[config.mk]
export PLATFORM = sky130hd
export DESIGN_NAME = bfim_top
export DESIGN_NICKNAME = d
export VERILOG_FILES = /design/src/bfim_pkg.sv /design/src/bfim_ball_route.sv /design/src/bfim_status_flags.sv /design/src/bfim_top.sv
export SDC_FILE = /design/constraint.sdc
export NUM_CORES = 1
export LEC_CHECK = 0
export ABC_AREA = 1
export BUFFER_PORTS_ARGS = -buffer_cell sky130_fd_sc_hd__buf_2
export CORE_UTILIZATION = 40
export CTS_BUF_LIST = sky130_fd_sc_hd__clkbuf_16
export CTS_CLUSTER_SIZE = 30
export DETAILED_ROUTE_END_ITERATION = 12
export PLACE_DENSITY = 0.75
export SLEW_MARGIN = 20
export SYNTH_ARGS = -nofsm -noshare
export SYNTH_HDL_FRONTEND = slang
export SYNTH_HIERARCHICAL = 1
export SYNTH_SLANG_ARGS = --single-unit
[constraint.sdc]
create_clock -name mclk_in -period 0.95 [get_ports mclk_in]
set_input_delay 0.2375 -clock mclk_in [delete_from_list [all_inputs] [get_ports mclk_in]]
set_output_delay 0.2375 -clock mclk_in [all_outputs]
set_load 0.005 [all_outputs]
[src/bfim_pkg.sv]
package bfim_pkg;

    // register port addresses
    localparam logic [7:0] BFIM_STATUS_ADDR    = 8'h91;
    localparam logic [7:0] BFIM_MAP_ADDR       = 8'hA7;
    localparam logic [7:0] BFIM_CLEAR_ADDR     = 8'h84;

    // global_interrupt_status bit positions
    localparam int         BFIM_SUPPLY_BIT     = 7;
    localparam int         BFIM_KBD_BIT        = 6;
    localparam int         BFIM_TIM2_BIT       = 3;
    localparam int         BFIM_TIM1_BIT       = 2;
    localparam int         BFIM_TIM0_BIT       = 1;
    localparam int         BFIM_GIO_BIT        = 0;
    localparam logic [7:0] BFIM_STATUS_USED    = 8'hCF;
    localparam logic [7:0] BFIM_STATUS_RST     = 8'h80;
    localparam logic       BFIM_SUPPLY_RST     = 1'b1;

    // reset_interrupt_clear field
    localparam int         BFIM_CLEAR_BIT      = 0;

    // ball_mapping_config fields
    localparam int         BFIM_REQ_SEL_BIT    = 4;
    localparam int         BFIM_COL_LSB        = 0;
    localparam int         BFIM_COL_W          = 3;
    localparam logic [2:0] BFIM_COL_GPIO       = 3'h0;
    localparam logic [2:0] BFIM_COL_DIMMER     = 3'h1;
    localparam logic [2:0] BFIM_COL_ALT        = 3'h2;
    localparam logic [2:0] BFIM_COL_RST        = 3'h0;
    localparam logic       BFIM_REQ_SEL_RST    = 1'b0;

    // balls: rows 0-7 are indices 0-7, columns 0-11 are indices 8-19
    localparam int         BFIM_BALLS          = 20;
    localparam int         BFIM_COL8_IDX       = 16;
    localparam int         BFIM_COL9_IDX       = 17;
    localparam int         BFIM_COL10_IDX      = 18;
    localparam int         BFIM_COL11_IDX      = 19;

    typedef enum {
        BFIM_FN_KEYPAD,
        BFIM_FN_GPIO,
        BFIM_FN_DIMMER,
        BFIM_FN_IRQ,
        BFIM_FN_IDLE
    } bfim_fn_t;

    // function of one ball from the keypad claim and the mapping config
    function automatic bfim_fn_t bfim_ball_fn(input int idx, input logic claim,
                                              input logic [2:0] col, input logic req_sel);
        bfim_fn_t fn;
        fn = BFIM_FN_GPIO;
        if (claim)
            fn = BFIM_FN_KEYPAD;
        else if (idx == BFIM_COL11_IDX)
        begin
            if (req_sel)
                fn = BFIM_FN_IRQ;
            else if (col != BFIM_COL_GPIO)
                fn = BFIM_FN_DIMMER;
        end
        else if (idx == BFIM_COL8_IDX)
        begin
            // dimmer two lives here only while column 11 carries the request
            if (col == BFIM_COL_DIMMER)
                fn = req_sel ? BFIM_FN_DIMMER : BFIM_FN_IDLE;
            else if (col == BFIM_COL_ALT)
                fn = BFIM_FN_IDLE;
        end
        else if (idx >= BFIM_COL9_IDX)
        begin
            if (col == BFIM_COL_DIMMER)
                fn = BFIM_FN_DIMMER;
            else if (col == BFIM_COL_ALT)
                fn = BFIM_FN_IDLE;
        end
        return fn;
    endfunction : bfim_ball_fn

    // which dimmer output an upper column ball carries
    function automatic int bfim_dimmer_idx(input int idx);
        int d;
        d = 2;
        if (idx == BFIM_COL9_IDX)
            d = 1;
        else if (idx == BFIM_COL10_IDX)
            d = 0;
        return d;
    endfunction : bfim_dimmer_idx

endpackage : bfim_pkg

[src/bfim_ball_route.sv]
`timescale 1ns/1ps
module bfim_ball_route
    import bfim_pkg::*;
(
    input  wire logic        mclk_in,             // system clock
    input  wire logic        sys_rst_in,          // sync reset, active high
    input  wire logic [19:0] claim_in,            // keypad claims ball
    input  wire logic [2:0]  col_in,              // applied option column
    input  wire logic        req_sel_in,          // column 11 is request ball
    input  wire logic        irq_assert_in,       // request should be active
    input  wire logic [19:0] ball_sync_in,        // synchronised ball levels
    input  wire logic [19:0] gpio_drive_in,       // general I/O output data
    input  wire logic [19:0] gpio_oe_in,          // general I/O drive enable
    input  wire logic [19:0] keypad_drive_in,     // keypad output data
    input  wire logic [19:0] keypad_oe_in,        // keypad drive enable
    input  wire logic [2:0]  dimmer_in,           // dimmer outputs 0..2
    output logic      [19:0] ball_out,            // ball output level
    output logic      [19:0] ball_oe_n_out,       // low while driving
    output logic      [19:0] gpio_sense_out,      // ball level to general I/O
    output logic      [19:0] keypad_sense_out     // ball level to keypad
);

    typedef struct packed {
        logic [19:0] out;
        logic [19:0] oe_n;
        logic [19:0] gsense;
        logic [19:0] ksense;
    } bfim_route_t;

    bfim_route_t r_q;
    bfim_route_t r_d;

    always_comb
    begin
        r_d = r_q;
        for (int i = 0; i < BFIM_BALLS; i++)
        begin
            r_d.out[i]    = 1'b0;
            r_d.oe_n[i]   = 1'b1;
            r_d.gsense[i] = 1'b0;
            r_d.ksense[i] = 1'b0;
            case (bfim_ball_fn(i, claim_in[i], col_in, req_sel_in))
                BFIM_FN_KEYPAD:
                begin
                    r_d.out[i]    = keypad_drive_in[i];
                    r_d.oe_n[i]   = ~keypad_oe_in[i];
                    r_d.ksense[i] = ball_sync_in[i];
                end
                BFIM_FN_GPIO:
                begin
                    r_d.out[i]    = gpio_drive_in[i];
                    r_d.oe_n[i]   = ~gpio_oe_in[i];
                    r_d.gsense[i] = ball_sync_in[i];
                end
                BFIM_FN_DIMMER:
                begin
                    r_d.out[i]  = dimmer_in[bfim_dimmer_idx(i)];
                    r_d.oe_n[i] = 1'b0;
                end
                BFIM_FN_IRQ:
                begin
                    // open drain: pull low when pending, otherwise release
                    r_d.out[i]  = 1'b0;
                    r_d.oe_n[i] = ~irq_assert_in;
                end
                default:
                begin
                    r_d.out[i]  = 1'b0;
                    r_d.oe_n[i] = 1'b1;
                end
            endcase
        end
    end

    always_ff @(posedge mclk_in)
    begin
        if (sys_rst_in)
        begin
            r_q.out    <= 20'h00000;
            r_q.oe_n   <= 20'hFFFFF;
            r_q.gsense <= 20'h00000;
            r_q.ksense <= 20'h00000;
        end
        else
            r_q <= r_d;
    end

    assign ball_out         = r_q.out;
    assign ball_oe_n_out    = r_q.oe_n;
    assign gpio_sense_out   = r_q.gsense;
    assign keypad_sense_out = r_q.ksense;

endmodule : bfim_ball_route

[src/bfim_status_flags.sv]
`timescale 1ns/1ps
module bfim_status_flags
    import bfim_pkg::*;
(
    input  wire logic       mclk_in,          // system clock
    input  wire logic       sys_rst_in,       // sync reset, active high
    input  wire logic       supply_fail_in,   // synchronised supply failure level
    input  wire logic       clear_in,         // clear pulse for supply flag
    input  wire logic       kbd_event_in,     // keyboard module pending
    input  wire logic [2:0] countdown_in,     // timer countdown events
    input  wire logic [2:0] cycle_in,         // timer cycle events
    input  wire logic       gio_event_in,     // general I/O module pending
    output logic      [7:0] status_out,       // global_interrupt_status
    output logic            any_out           // any status bit set
);

    typedef struct packed {
        logic       supply;
        logic [7:0] status;
    } bfim_flags_t;

    bfim_flags_t s_q;
    bfim_flags_t s_d;

    always_comb
    begin
        s_d = s_q;
        // a failure in the clearing cycle keeps the flag set
        s_d.supply = supply_fail_in | (s_q.supply & ~clear_in);
        s_d.status = 8'h00;
        s_d.status[BFIM_SUPPLY_BIT] = s_d.supply;
        s_d.status[BFIM_KBD_BIT]    = kbd_event_in;
        s_d.status[BFIM_TIM2_BIT]   = countdown_in[2] | cycle_in[2];
        s_d.status[BFIM_TIM1_BIT]   = countdown_in[1] | cycle_in[1];
        s_d.status[BFIM_TIM0_BIT]   = countdown_in[0] | cycle_in[0];
        s_d.status[BFIM_GIO_BIT]    = gio_event_in;
        s_d.status = s_d.status & BFIM_STATUS_USED;
    end

    always_ff @(posedge mclk_in)
    begin
        if (sys_rst_in)
        begin
            s_q.supply <= BFIM_SUPPLY_RST;
            s_q.status <= BFIM_STATUS_RST;
        end
        else
            s_q <= s_d;
    end

    assign status_out = s_q.status;
    assign any_out    = |s_q.status;

endmodule : bfim_status_flags

[src/bfim_top.sv]
// How it works
// - the request ball is pulled to its active low level while any status bit is set and it is configured as request.
// - the supply failure flag (bit 7) is set by reset itself and by any later supply failure.
// - a set supply failure flag tells the host the device was fully reset and needs reloading.
// - bit 6 mirrors the keyboard module's pending event and resets to 0.
// - bits 3, 2, 1 show countdown or cycle expiry of timers 2, 1, 0 and reset to 0.
// - bit 0 mirrors the general I/O module's pending event and resets to 0.
// - every ball is general I/O, dimmer, request or idle unless the keypad claims it, keypad first.
// - keypad size and dedicated key claims override the mapping register for affected balls.
// - the mapping register at 0xA7 is write only and acts only on balls the keypad leaves free.
// - column 0 gives general I/O 0-19, column 1 gives dimmers 1, 0 on upper balls 9-10 and dimmer 2 on ball 8 or ball 11.
// - dimmer two is on ball 8 or on ball 11, never both, chosen by mapping bit 4.
// - mapping bits 7:4 set up ball 11, bit 4 enables its request use, bits 7:5 unused.
// - each mapping write applies the option column held in its bits 2:0 if it is 0 to 2, otherwise the old column stays.
// - writing 1 to bit 0 of the clear register clears the supply flag, writing 0 does nothing.
`timescale 1ns/1ps
module bfim_top
    import bfim_pkg::*;
(
    input  wire logic        mclk_in,            // 50 MHz system clock
    input  wire logic        sys_rst_in,         // sync reset, active high
    input  wire logic [7:0]  reg_addr_in,        // register address
    input  wire logic        reg_wr_in,          // write strobe
    input  wire logic [7:0]  reg_wdata_in,       // write data
    input  wire logic        reg_rd_in,          // read strobe
    output logic      [7:0]  reg_rdata_out,      // read data
    output logic             reg_rvalid_out,     // read data valid pulse
    input  wire logic        supply_fail_in,     // async supply failure level
    input  wire logic        kbd_event_in,       // keyboard pending
    input  wire logic [2:0]  countdown_event_in, // timer countdown events
    input  wire logic [2:0]  cycle_event_in,     // timer cycle events
    input  wire logic        gio_event_in,       // general I/O pending
    input  wire logic [19:0] keypad_claim_in,    // balls claimed by keypad
    input  wire logic [19:0] keypad_drive_in,    // keypad output data
    input  wire logic [19:0] keypad_oe_in,       // keypad drive enable
    input  wire logic [19:0] gpio_drive_in,      // general I/O output data
    input  wire logic [19:0] gpio_oe_in,         // general I/O drive enable
    input  wire logic [2:0]  dimmer_in,          // dimmer outputs 0..2
    input  wire logic [19:0] ball_in,            // ball pin levels
    output logic      [19:0] ball_out,           // ball output level
    output logic      [19:0] ball_oe_n_out,      // low while driving
    output logic      [19:0] gpio_sense_out,     // ball level to general I/O
    output logic      [19:0] keypad_sense_out,   // ball level to keypad
    output logic      [7:0]  status_out          // status byte to host logic
);

    typedef struct packed {
        logic        fail_meta;
        logic        fail_sync;
        logic [19:0] ball_meta;
        logic [19:0] ball_sync;
        logic [2:0]  col;
        logic        req_sel;
        logic [7:0]  rdata;
        logic        rvalid;
    } bfim_top_t;

    bfim_top_t t_q;
    bfim_top_t t_d;
    logic [7:0] status;
    logic       any_set;
    logic       clear_hit;

    // clear only on a write of 1 to the clear bit
    assign clear_hit = reg_wr_in & (reg_addr_in == BFIM_CLEAR_ADDR)
                       & reg_wdata_in[BFIM_CLEAR_BIT];

    always_comb
    begin
        t_d = t_q;
        t_d.fail_meta = supply_fail_in;
        t_d.fail_sync = t_q.fail_meta;
        t_d.ball_meta = ball_in;
        t_d.ball_sync = t_q.ball_meta;
        t_d.rvalid    = 1'b0;
        if (reg_wr_in && reg_addr_in == BFIM_MAP_ADDR)
        begin
            t_d.req_sel = reg_wdata_in[BFIM_REQ_SEL_BIT];
            // columns past 2 hold no assignment, so the old one is kept
            if (reg_wdata_in[BFIM_COL_LSB +: BFIM_COL_W] <= BFIM_COL_ALT)
                t_d.col = reg_wdata_in[BFIM_COL_LSB +: BFIM_COL_W];
        end
        if (reg_rd_in)
        begin
            t_d.rvalid = 1'b1;
            // the mapping register is write only and reads as zero
            t_d.rdata  = (reg_addr_in == BFIM_STATUS_ADDR) ? status : 8'h00;
        end
    end

    always_ff @(posedge mclk_in)
    begin
        if (sys_rst_in)
        begin
            t_q.fail_meta <= 1'b0;
            t_q.fail_sync <= 1'b0;
            t_q.ball_meta <= 20'h00000;
            t_q.ball_sync <= 20'h00000;
            t_q.col       <= BFIM_COL_RST;
            t_q.req_sel   <= BFIM_REQ_SEL_RST;
            t_q.rdata     <= 8'h00;
            t_q.rvalid    <= 1'b0;
        end
        else
            t_q <= t_d;
    end

    bfim_status_flags u_flags (
        .mclk_in        (mclk_in),
        .sys_rst_in     (sys_rst_in),
        .supply_fail_in (t_q.fail_sync),
        .clear_in       (clear_hit),
        .kbd_event_in   (kbd_event_in),
        .countdown_in   (countdown_event_in),
        .cycle_in       (cycle_event_in),
        .gio_event_in   (gio_event_in),
        .status_out     (status),
        .any_out        (any_set)
    );

    bfim_ball_route u_route (
        .mclk_in              (mclk_in),
        .sys_rst_in           (sys_rst_in),
        .claim_in             (keypad_claim_in),
        .col_in               (t_q.col),
        .req_sel_in           (t_q.req_sel),
        .irq_assert_in        (any_set),
        .ball_sync_in         (t_q.ball_sync),
        .gpio_drive_in        (gpio_drive_in),
        .gpio_oe_in           (gpio_oe_in),
        .keypad_drive_in      (keypad_drive_in),
        .keypad_oe_in         (keypad_oe_in),
        .dimmer_in            (dimmer_in),
        .ball_out             (ball_out),
        .ball_oe_n_out        (ball_oe_n_out),
        .gpio_sense_out       (gpio_sense_out),
        .keypad_sense_out     (keypad_sense_out)
    );

    assign reg_rdata_out  = t_q.rdata;
    assign reg_rvalid_out = t_q.rvalid;
    assign status_out     = status;

endmodule : bfim_top
# After elaboration in Yosys (flattened, before gate mapping)
# Cells that the tools add are included.
# word_totals
mem_bits_ro,0
input_bits,152
latch_bits,0
memories,0
register_bits,144
mem_bits_rw,0
out_inout_bits,97
# op_classes
eq_ne,65
reduce_logical,64
multipliers,0
magnitude_cmp,3
div,0
n_mux,76
n_bitwise,89
shift,0
add_sub_neg,0
# ops
op,count
$logic_not A32 Y1,20
$eq A32 B2 Y1 const B,8
$mux W32,8
$eq A32 B1 Y1 const B,4
$not A1 Y1,82
$pmux W1 S4,20
$reduce_or A2 Y1,40
$eq A1 B2 Y1 const B,32
$lt A32 B4 Y1 const B,2
$pmux W1 S3,20
$eq A8 B8 Y1 const B,3
$mux W1,21
$eq A1 B1 Y1 const B,16
$mux W3,3
$mux W8,1
$reduce_or A8 Y1,1
$bmux W1 S2,2
$or A1 B1 Y1,4
$and A1 B1 Y1,3
$eq A3 B1 Y1 const B,1
$eq A3 B2 Y1 const B,1
$le A3 B2 Y1 const B,1
$reduce_bool A3 Y1,1
$mux W2,1
2 further kinds,2

# Logic depth before layout (Yosys ltp)
# Gate-level depths: netlist (run 1).
# logic_depth
ltp_word,10
mapped_depth,7

# Hierarchy
# Netlist (run 1), hierarchy kept.
# by_module_without_submodules
mod,cells_each,area_per_inst_um2,n_inst,seq_area_each_um2
bfim_ball_route,291,2681.3,1,1601.5
bfim_top,222,1858.0,1,1101.1
bfim_status_flags,26,205.2,1,120.1

# Worst setup path after synthesis (run 1)
# Ideal clock, no wire load.
# synth_path
path_kind,register to register
from,reg t_q[10] in the netlist's numbering
to,reg u_route.r_q (netlist bit u_route/ball_oe_n_out[17])
stages_incl_launch_ff,6
t_arrival_ns,0.863
t_required_ns,0.829
path_buffers,0
period_less_slack_ns,0.983
path_slack_ns,-0.033
path_cell_list,dfxtp_1 inv_2 nand3_4 inv_1 a21oi_1 nand3_1
# synth_between
elab_chain_len,6
elab_cells_between_ends,10
# synth_rtl
element,line,source
from (decl),bfim_top.sv:58,bfim_top_t t_q;
from (signal assigned),bfim_top.sv:105,t_q <= t_d;
$eq A3 B2 Y1,bfim_pkg.sv:73,else if (col == BFIM_COL_ALT)
$mux W3,bfim_pkg.sv:73,
$mux W3 *,bfim_pkg.sv:71,if (col == BFIM_COL_DIMMER)
$mux W32 *,bfim_pkg.sv:52,if (claim)
"$eq A32 B2 Y1, or another cell as far along",bfim_ball_route.sv:42,"case (bfim_ball_fn(i, claim_in[i], col_in, req_sel_in))"
$pmux W1 S4 *,bfim_ball_route.sv:42,
to (signal assigned),bfim_ball_route.sv:85,r_q <= r_d;
to (decl),bfim_ball_route.sv:30,bfim_route_t r_q;
# Every way passes the cells marked *; elsewhere a longest branch is shown, timed or not.
# A chain may end at the register's enable or synchronous reset.

# Worst setup path after layout (run 1)
# layout_path
from,reg u_flags/status_out[3] (netlist name)
to,out status_out[3]
# layout_rtl
element,line,source
to (decl),bfim_top.sv:44,output logic [7:0] status_out
# No word-level cell between the ends.

==> results of run 1 <==
-- flip-flops by register name, summed over array words and instances (netlist names) --
signal / flops
u_route/ball_oe_n_out: 20
u_flags/status_out: 5
u_route/gpio_sense_out: 20
u_route/ball_out: 20
u_route/keypad_sense_out: 20
reg_rvalid_out: 1
u_flags/s_q: 1
t_q: 25
reg_rdata_out: 8
t_d: 21
-- per-layer routing --
| layer | part of all wire (%) | GRT usage (%) |
|---|---|---|
| met1 | 38 | 20.44 |
| met2 | 54 | 38.05 |
| met3 | 5.9 | 6.944 |
| met4 | 2.5 | 8.622 |
| met5 | 0 | 0 |
-- cell usage after synthesis, types with 3 or more instances --
library cell | n | share of area [%]
dfxtp_1 | 141 | 59
nor2_1 | 102 | 8.1
inv_1 | 98 | 7.8
nand2_1 | 36 | 2.8
nor3_1 | 24 | 2.5
nand3_1 | 18 | 1.9
a22o_1 | 16 | 3.0
a22oi_1 | 16 | 2.5
a21oi_1 | 14 | 1.5
buf_2 | 12 | 1.3
buf_4 | 11 | 1.7
inv_2 | 11 | 0.87
o21ai_0 | 10 | 1.1
nand4_1 | 7 | 0.92
nand2_2 | 3 | 0.40
nand3_4 | 3 | 1.1
-- logic make-up (layout without fill, tap and decap cells) --
group                  count (synthesis)  in the layout  synth area share (%)
and+or+nand+nor                      205            205                 20.17
DFF                                  141            141                 59.49
buffers and inverters                132            452                 11.63
AOI/OAI and AO/OA                     60             60                 8.623
other                                  1              2               0.07904
-- metrics by stage --
stage	util [%]	instance area, sq um	setup TNS [ns]	std cells
3_5_place_dp	55.40	6352	-2.942	944
3_3_place_gp	55.40	6352	-1.733	944
6_report	64.51	7397	-11.51	1003
4_1_cts	62.99	7223	-13.51	997
5_1_grt	64.51	7397	-15.51	1003
2_1_floorplan	-	4750	0	540
-- final cells by class --
class                      count  area, sq um
multi-input combinational    267         1428
fill                         919         4070
tap                          143        178.9
clock inverter                15        96.34
inverter                     109        416.7
clock buffer                  17        425.4
timing repair buffer         311         1974
sequential                   141         2878
-- repair_timing --
item | 4_1_cts | 5_1_grt
resized for setup | 51 | 35
hold buffers | 16 | 1
gates cloned | 0 | 0
setup buffers | 5 | 5
endpoints found under the hold margin | 15 | 1
setup endpoints to repair | 106 | 106
pin swaps | 7 | 9
-- path summary, 6_finish.rpt --
check,end,slack (ns),cells after the start
hold reg to reg,t_q[23],0.40,2
setup / recovery,status_out[3],-0.24,2
setup reg to reg,u_route/ball_oe_n_out[17],-0.03,6
hold / removal,u_route/ball_oe_n_out[3],0.02,2
-- critical path, cell delays in order, from the launching register on --
cell and delay, ns:
dfxtp_2 0.33, buf_6 0.12, buf_6 0.10
-- power by group --
group | switching, uW | internal (uW) | leakage [uW]
clock network | 2300 | 3490 | 0.000286
registers | 83.7 | 6190 | 0.00117
logic | 623 | 741 | 0.00237
total | 3000 | 10400 | 0.00383
==> metrics.md, run 1 <==
| Metric | Value |
|---|---|
| Num rows | `39` |
| Drt wl/cell | `around 13 um` |
| HP Start | `gpio_oe_in[3]` |
| Vias | `between 4000 and 5000` |
| CTS Buf Count | `17` |
| DRC viols | `0` |
| WP data required | `between 0.7 and 0.8 ns` |
| Fin Hold WS | `just under 0.02 ns` |
| Yosys cell types | `27` |
| Final RePlAce weighted congestion | `just under 0.8` |
| Area grow syn2layout | `55.91%` |
| Period utilization | `125.7%` |
| CTS root buf | `clkbuf_16` |
| Most frequent cells in the layout | `221 x buf_2, 106 x inv_1, 101 x dfxtp_1` |
| Max cap viols | `0` |
| Clock tree buffer depth | `2` |
| Worst-path clk slew | `roughly 0.060 ns` |
| Nets | `about 1000` |
| Die area | `between 0.01 and 0.015 sq mm` |
| Total wire length | `~13000 um` |
| All-Layer GR Usage | `about a fifth` |
| RSZ-0062 raised after global routing | `true` |
| Hpwl dp | `8604 um` |
| Final setup violation count | `100` |
| Vias per cell | `4.525` |
| Drt first pass iters | `4` |
| Synth warn | `6` |
| Worst Setup End Kind | `output pin` |
| Sequential share of the synthesized area | `approximately 59%` |
| Kind of critical path | `register to output pin` |
| Die Wd | `approximately 110 um` |
| Largest net degree at the start of global routing | `31` |
| PD cells | `between 1500 and 2000 mW/mm^2` |
| TritonCTS clock tree | `done` |
| Skew-Pair Late Insertion Delay | `approximately 0.4 ns` |
| Origin of the worst setup path | `u_flags/status_out[3]` |
| First-pass GRT wire length | `slightly below 20000 um` |
| Outcome | `complete, but fails checks` |
| Fin. Hold Viols | `0` |
| Sink Count | `about 140` |
| Failing checks | `negative setup slack` |
| Crit start category | `register` |
| Synthesized area per cell | `around 9 sq um` |
| Die height | `~110 um` |
| Leakage power | `~0.0038 uW` |
| Starting Density | `about two fifths` |
| Final max-slew violation count | `0` |
| Antenna Cells | `0` |
| DRT iter0 DRCs | `between 150 and 200` |
| Setup ws final | `-0.2437 ns` |
| Share of cells above drive strength 1 | `45.70%` |
| Post-synth EDFFs | `0` |
| Critical Path Fanout Max | `2` |
| Period minus WS final | `1.194 ns` |
| Dominant synthesized flop cell | `dfxtp_1` |
| Setup slack at placement | `-0.1328 ns` |
| Post-synth ARST share | `0%` |
| Synth Register Bits | `around 140` |
| Gate Count Post-Synth | `~540` |
| Core area | `between 0.01 and 0.015 sq mm` |
| IO Pins | `249` |
| Total global routing overflow | `0` |
| Worst path arrival time | `roughly 0.96 ns` |
| VDD IR max | `approximately 1.8 mV` |
| Initial antenna violation count | `0` |
| Tot Pwr | `roughly 13000 uW` |
| Most common cell after layout, fill and taps aside | `buf_2` |
| Fmax | `around 840 MHz` |
| IO Port Bufs | `approximately 240` |
| Critical R2R Launch | `t_q[11]` |
| Final ANT Viol Nets | `0` |
| Post-Syn Area | `roughly 0.0047 sq mm` |
| Clk_skew | `slightly above 0.008 ns` |
| Vias in the first global route | `roughly 4400` |
| Hold WC Path Type | `input pin to register` |
| H-tree levels | `4` |
Note: power is estimated with default switching activity, not from simulation.
==> run 2: changes to the inputs <==
CORE_MARGIN = 4   (was default)
PLACE_DENSITY = 0.77   (was 0.75)
==> run 2 against run 1 <==
The run still ends with negative setup slack left. Die area grew 11%. Cell area is 1.8% higher. Register-to-register slack is essentially flat. Sequential power barely moved. Combinational power grew 3%. Worst setup slack lost 0.0093 ns. Clock skew down 0.0027 ns. Utilization up 0.88 points. Critical path depth is the same.
==> metrics.md, run 2 (synthesized netlist as in run 1, its figures left out) <==
| Metric | Value |
|---|---|
| DRT iter0 DRCs | `between 200 and 250` |
| Final max-slew violation count | `0` |
| Crit-path cells | `buf_6 > buf_6` |
| Slowest cell on crit path | `dfxtp_2` |
| Worst path arrival time | `a little under 1 ns` |
| Hpwl dp | `about 9000 um` |
| Sink of the worst hold path | `u_route/gpio_sense_out[4]` |
| Setup slack at placement | `-0.1348 ns` |
| Layout Utilization | `~65%` |
| Total wire length | `13110 um` |
| Most common cell after layout, fill and taps aside | `buf_2` |
| Critical Path Fanout Max | `2` |
| Max cap viols | `0` |
| Worst Setup End Kind | `output pin` |
| R2R setup slack | `-0.04 ns` |
| Reg2Reg Depth | `5` |
| TritonCTS clock tree | `done` |
| Max reg flops | `25` |
| H-tree levels | `4` |
| Kind of critical path | `register to output pin` |
| Area grow syn2layout | `58.70%` |
| Die Wd | `116.9 um` |
| HP Start | `keypad_claim_in[4]` |
| Die height | `about 120 um` |
| Nets | `1000` |
| Fin. Hold Viols | `0` |
| First-pass GRT wire length | `19240 um` |
| Clk_skew | `0.005491 ns` |
| Total global routing overflow | `0` |
| Most frequent cells in the layout | `208 x buf_2, 102 x dfxtp_1, 101 x inv_1` |
| Area of placed instances | `about 0.0063 sq mm` |
| Cell area after layout | `0.007530 sq mm` |
| Vias | `between 4000 and 5000` |
| Drt wl/cell | `13.07 um` |
| Hold WC Path Type | `input pin to register` |
| Starting Density | `between 40% and 50%` |
| Crit start category | `register` |
| Clock tree buffer depth | `2` |
| Vias per cell | `roughly 4.5` |
| Vias in the first global route | `approximately 4300` |
| RSZ-0062 raised after global routing | `true` |
| Outcome | `complete, but fails checks` |
| Final RePlAce weighted congestion | `0.7641` |
| Setup ws final | `-0.2530 ns` |
| Period utilization | `126.6%` |
| Final setup violation count | `100` |
| Antenna Cells | `0` |
| Core area | `between 0.01 and 0.015 sq mm` |
| Initial antenna violation count | `0` |
| WP data required | `0.71 ns` |
| VDD IR max | `1.127 mV` |
| Fmax | `831.2 MHz` |
| Period minus WS final | `approximately 1.2 ns` |
| All-Layer GR Usage | `between 10% and 20%` |
| Die area | `approximately 0.014 sq mm` |
| Num rows | `39` |
| DRC viols | `0` |
| Cell mode on critical path | `buf_6` |
| PD cells | `1855 mW/mm^2` |
| Worst-path clk slew | `approximately 0.06 ns` |
| CTS root buf | `clkbuf_16` |
| Final ANT Viol Nets | `0` |
| CTS Buf Count | `17` |
| Drt first pass iters | `4` |
| Leakage power | `0.003845 uW` |
| Hold Path Cell Cnt | `2` |
| Skew-Pair Late Insertion Delay | `0.41 ns` |
| Sink Count | `about 140` |
| Share of cells above drive strength 1 | `45.93%` |
| Biggest register | `t_q` |
| CP max stage delay | `~0.34 ns` |
| Failing checks | `negative setup slack` |
| IO Port Bufs | `242` |
| Largest net degree at the start of global routing | `37` |
| FILL cells | `924` |
| Terminus of the critical flop-to-flop path | `u_route/ball_oe_n_out[18]` |
| Critical R2R Launch | `t_q[10]` |
| IO Pins | `around 250` |
## run 2: cell count changes in the layout (fill, tap and decap cells not counted), moves of 5 or more
| cell | before | now |
|---|---|---|
| dlygate4sd3_1 | 17 | 24 |
| clkinv_1 | 0 | 5 |
| buf_6 | 30 | 36 |
| buf_2 | 221 | 208 |
| inv_1 | 106 | 101 |
## run 2: through the flow
stage	power, uW	setup TNS [ns]	hold slack (ns)	std cells
2_1_floorplan	6855	0	0.3085	540
3_3_place_gp	7536	-1.813	0.3895	943
3_5_place_dp	7565	-2.441	0.3954	943
4_1_cts	14000	-13.61	0.001105	1004
5_1_grt	14530	-15.41	0.004864	1003
6_report	13960	-11.20	0.01737	1003
## run 2: worst max-delay path by stage
stage | depth (start not counted) | slack, ns | end | startpoint
2_1_floorplan | 6 | 0.002 | u_route/ball_oe_n_out[17] | t_q[11]
3_3_place_gp | 6 | -0.09 | reg_rdata_out[2] | reg_addr_in[6]
5_1_grt | 2 | -0.29 | status_out[6] | u_flags/status_out[6]
4_1_cts | 2 | -0.26 | status_out[0] | u_flags/status_out[0]
3_5_place_dp | 6 | -0.13 | reg_rdata_out[1] | reg_addr_in[5]
6_report | 2 | -0.25 | status_out[3] | u_flags/status_out[3]
## run 2: what timing repair did
| item | 4_1_cts | 5_1_grt |
|---|---|---|
| hold buffers | 24 | 0 |
| resized for setup | 55 | 43 |
| pin swaps | 7 | 4 |
| setup endpoints to repair | 107 | 109 |
| cloned | 0 | 0 |
| setup buffers | 6 | 2 |
| hold endpoints to repair | 23 | 0 |
## run 2: layer usage
metal	wire, um	up-vias	GRT usage, %
met5	0	-	0
li1	-	2285	-
met3	1094	29	6.015
met1	4600	2022	18.35
met2	7072	176	33.33
met4	344	0	9.480
## run 2: worst max-delay path, delay by kind of cell, from the launching register on
kind / cells / cell delay, ns
buffers and inverters: 2 / 0.22
flip-flops: 1 / 0.34
## run 2: report_power, final
part	internal, uW	switching, uW	leakage (uW)	total, uW
logic	777	620	0.00238	1400
registers	6190	86.2	0.00117	6270
clock network	4020	2280	0.000289	6290
total	11000	2980	0.00384	14000
## run 2: layout make-up
type	instances	area [sq um]	area share (%)
sequential	141	2877	38.20
timing repair buffer	312	2054	27.28
multi-input combinational	267	1440	19.13
clock buffer	17	425.4	5.650
inverter	109	416.7	5.533
tap	143	178.9	2.376
clock inverter	14	137.6	1.828
==> run 3: changes to the inputs <==
ABC_AREA = default   (was 1)
CORE_UTILIZATION = 48   (was 40)
PLACE_DENSITY = 0.86   (was 0.77)
clock period = 1.45 ns   (was 0.95 ns; I/O delays follow)
==> run 3 against run 2 <==
The flow now finishes without violations. Highest routed layer unchanged. Critical path type unchanged. Area after synthesis grew 0.50%. Critical endpoint is now status_out[7]. Die area shrank 15%. First-iteration DRC count shrank 19%. Combinational power shrank 52%. Hold slack gained 0.15 ns.
==> metrics.md, run 3 <==
| Metric | Value |
|---|---|
| Largest net degree at the start of global routing | `59` |
| Die Wd | `approximately 110 um` |
| CTS Buf Count | `17` |
| Gate Count Post-Synth | `between 400 and 500` |
| Worst-path clk slew | `0.06 ns` |
| R2R setup slack | `around 0.11 ns` |
| Tot Pwr | `a little over 9000 uW` |
| Worst Setup End Kind | `output pin` |
| Nets | `just over 800` |
| Layout Cells excl Fill | `approximately 810` |
| Setup_tns | `0 ns` |
| Synth warn | `6` |
| TritonCTS clock tree | `done` |
| Post-CTS setup buffers | `0` |
| Outcome | `finished clean` |
| All-Layer GR Usage | `20.99%` |
| Crit start category | `register` |
| Hold WC Path Type | `input pin to register` |
| Final RePlAce weighted congestion | `between 0.8 and 0.9` |
| Synthesized area per cell | `approximately 11 sq um` |
| Sequential share of the synthesized area | `roughly 59%` |
| Cell with the most instances after synthesis | `dfxtp_1` |
| Kind of critical path | `register to output pin` |
| Most frequent cells after synthesis | `141 x dfxtp_1, 48 x nor2b_1, 35 x mux2i_1` |
| Top cell type's share of synthesized area | `about 59%` |
| Vias | `between 3000 and 4000` |
| Crit-path cells | `buf_4 > buf_2` |
| Core area | `approximately 0.01 sq mm` |
| Final max-slew violation count | `0` |
| Synth Register Bits | `around 140` |
| Biggest register | `t_q` |
| DRC viols | `0` |
| CP Buf/Inv Count | `2` |
| RSZ-0062 raised after global routing | `false` |
| Final setup violation count | `0` |
| Max reg flops | `25` |
| Biggest area consumer among synthesized cells | `dfxtp_1` |
| Dominant synthesized flop cell | `dfxtp_1` |
| Most common cell after layout, fill and taps aside | `buf_2` |
| VDD IR max | `a little over 0.6 mV` |
| Fmax | `732.4 MHz` |
| Drt wl/cell | `roughly 15 um` |
| Area of placed instances | `0.006100 sq mm` |
| Critical Path Fanout Max | `3` |
| IO Pins | `between 200 and 250` |
| Final ANT Viol Nets | `0` |
| Most frequent cells in the layout | `241 x buf_2, 139 x dfxtp_1, 48 x nor2b_1` |
| Worst path arrival time | `1.00 ns` |
| Clock tree buffer depth | `2` |
| Die height | `107.7 um` |
| Total placed cells including tap cells | `slightly below 800` |
| Sink Count | `around 140` |
| Post-CTS sizing | `0` |
| DRT iter0 DRCs | `approximately 170` |
| Leakage power | `0.003288 uW` |
| Clk_skew | `a little over 0.007 ns` |
| Synth area leaders | `dfxtp_1 59%, mux2i_1 7.3%, nor2b_1 6.3%` |
| Slowest cell on crit path | `dfxtp_1` |
| Antenna Cells | `0` |
| CP top delay family | `flip-flops` |
| Post-synth EDFFs | `0` |
| Cts hold-fix bufs | `0` |
| Hpwl dp | `~9400 um` |
| Cell area after layout | `between 0.006 and 0.007 sq mm` |
| PD cells | `1368 mW/mm^2` |
| First-pass GRT wire length | `18750 um` |
| Post-Syn Area | `roughly 0.0048 sq mm` |
| Vias in the first global route | `4045` |
| Yosys cell types | `41` |
| Max cap viols | `0` |
| IO Port Bufs | `between 200 and 250` |
| WP data required | `about 1.1 ns` |
| Vias per cell | `between 4 and 5` |
| Drt first pass iters | `4` |
| Fin. Hold Viols | `0` |
| Period utilization | `approximately 94%` |
| Area grow syn2layout | `41.33%` |
| H-tree levels | `4` |
| Post-synth ARST share | `0%` |
| Share of cells above drive strength 1 | `47.50%` |
| Die area | `~0.012 sq mm` |
| Layout Utilization | `slightly below 70%` |
| Starting Density | `49.01%` |
| Initial antenna violation count | `0` |
| Num rows | `36` |
| Total wire length | `about 12000 um` |
| Period minus WS final | `about 1.4 ns` |
| CTS root buf | `clkbuf_16` |
| CP max stage delay | `around 0.36 ns` |
| Total global routing overflow | `0` |
| Skew-Pair Late Insertion Delay | `between 0.4 and 0.5 ns` |
## run 3: changes by cell type after synthesis, sizes merged, moves of 14 or more
cell | before | now
a21oi | 15 | 0
a22o | 16 | 0
a22oi | 16 | 0
and3b | 0 | 17
clkbuf | 0 | 17
inv | 109 | 4
mux2i | 0 | 35
nand2 | 39 | 13
nand3 | 22 | 4
nor2 | 106 | 30
nor2b | 0 | 48
nor3 | 25 | 4
nor3b | 0 | 23
or2 | 2 | 16
## run 3: where the power goes
group	internal, uW	total, uW	switching [uW]
combinational	364	669	306
sequential	4030	4080	44.4
clock	2870	4470	1600
total	7270	9220	1950
## run 3: cells by family after synthesis
logic type,share of synthesized area [%]
AOI/OAI and AO/OA,4.697
xor gates and xnor gates,0.1837
buffers and inverters,3.673
DFF,59.20
muxes,7.347
other,0.07864
and+or+nand+nor,24.82
## run 3: layout make-up
type / count / area, sq um
Clock buffer: 17 / 425.4
Clock inverter: 15 / 198.9
Fill cell: 734 / 2990
Inverter: 4 / 15.01
Multi-Input combinational cell: 250 / 1787
Sequential cell: 141 / 2825
Tap cell: 133 / 166.4
Timing Repair Buffer: 253 / 1321
## run 3: through the flow
step / hold slack [ns] / worst slack (ns)
5_1_grt: 0.1519 / 0.02752
2_1_floorplan: 0.3961 / -0.07121
3_5_place_dp: 0.4241 / -0.3219
6_report: 0.1637 / 0.08458
4_1_cts: 0.1446 / 0.04460
3_3_place_gp: 0.4173 / -0.2363
## run 3: path summary, 6_finish.rpt
| kind | from | end | cells after the start |
|---|---|---|---|
| max | u_flags/s_q[8] | status_out[7] | 2 |
| min | countdown_event_in[1] | u_flags/status_out[2] | 3 |
| max reg2reg | t_q[10] | u_route/ball_oe_n_out[16] | 3 |
| min reg2reg | t_d[23] | t_q[23] | 1 |
## run 3: layer usage
layer  global-route usage [%]  wire length (um)  vias up
li1                         -                 -     1915
met1                    21.32              4557     1731
met2                    37.48              6229      178
met3                    8.878              1260       25
met4                    8.927               279        0
met5                        0                 0        -
## run 3: worst register-to-register path, cell delays in order, from the launching register on
cell	delay, ns
dfxtp_2	0.42
or3b_1	0.39
a211oi_1	0.31
or4b_1	0.16
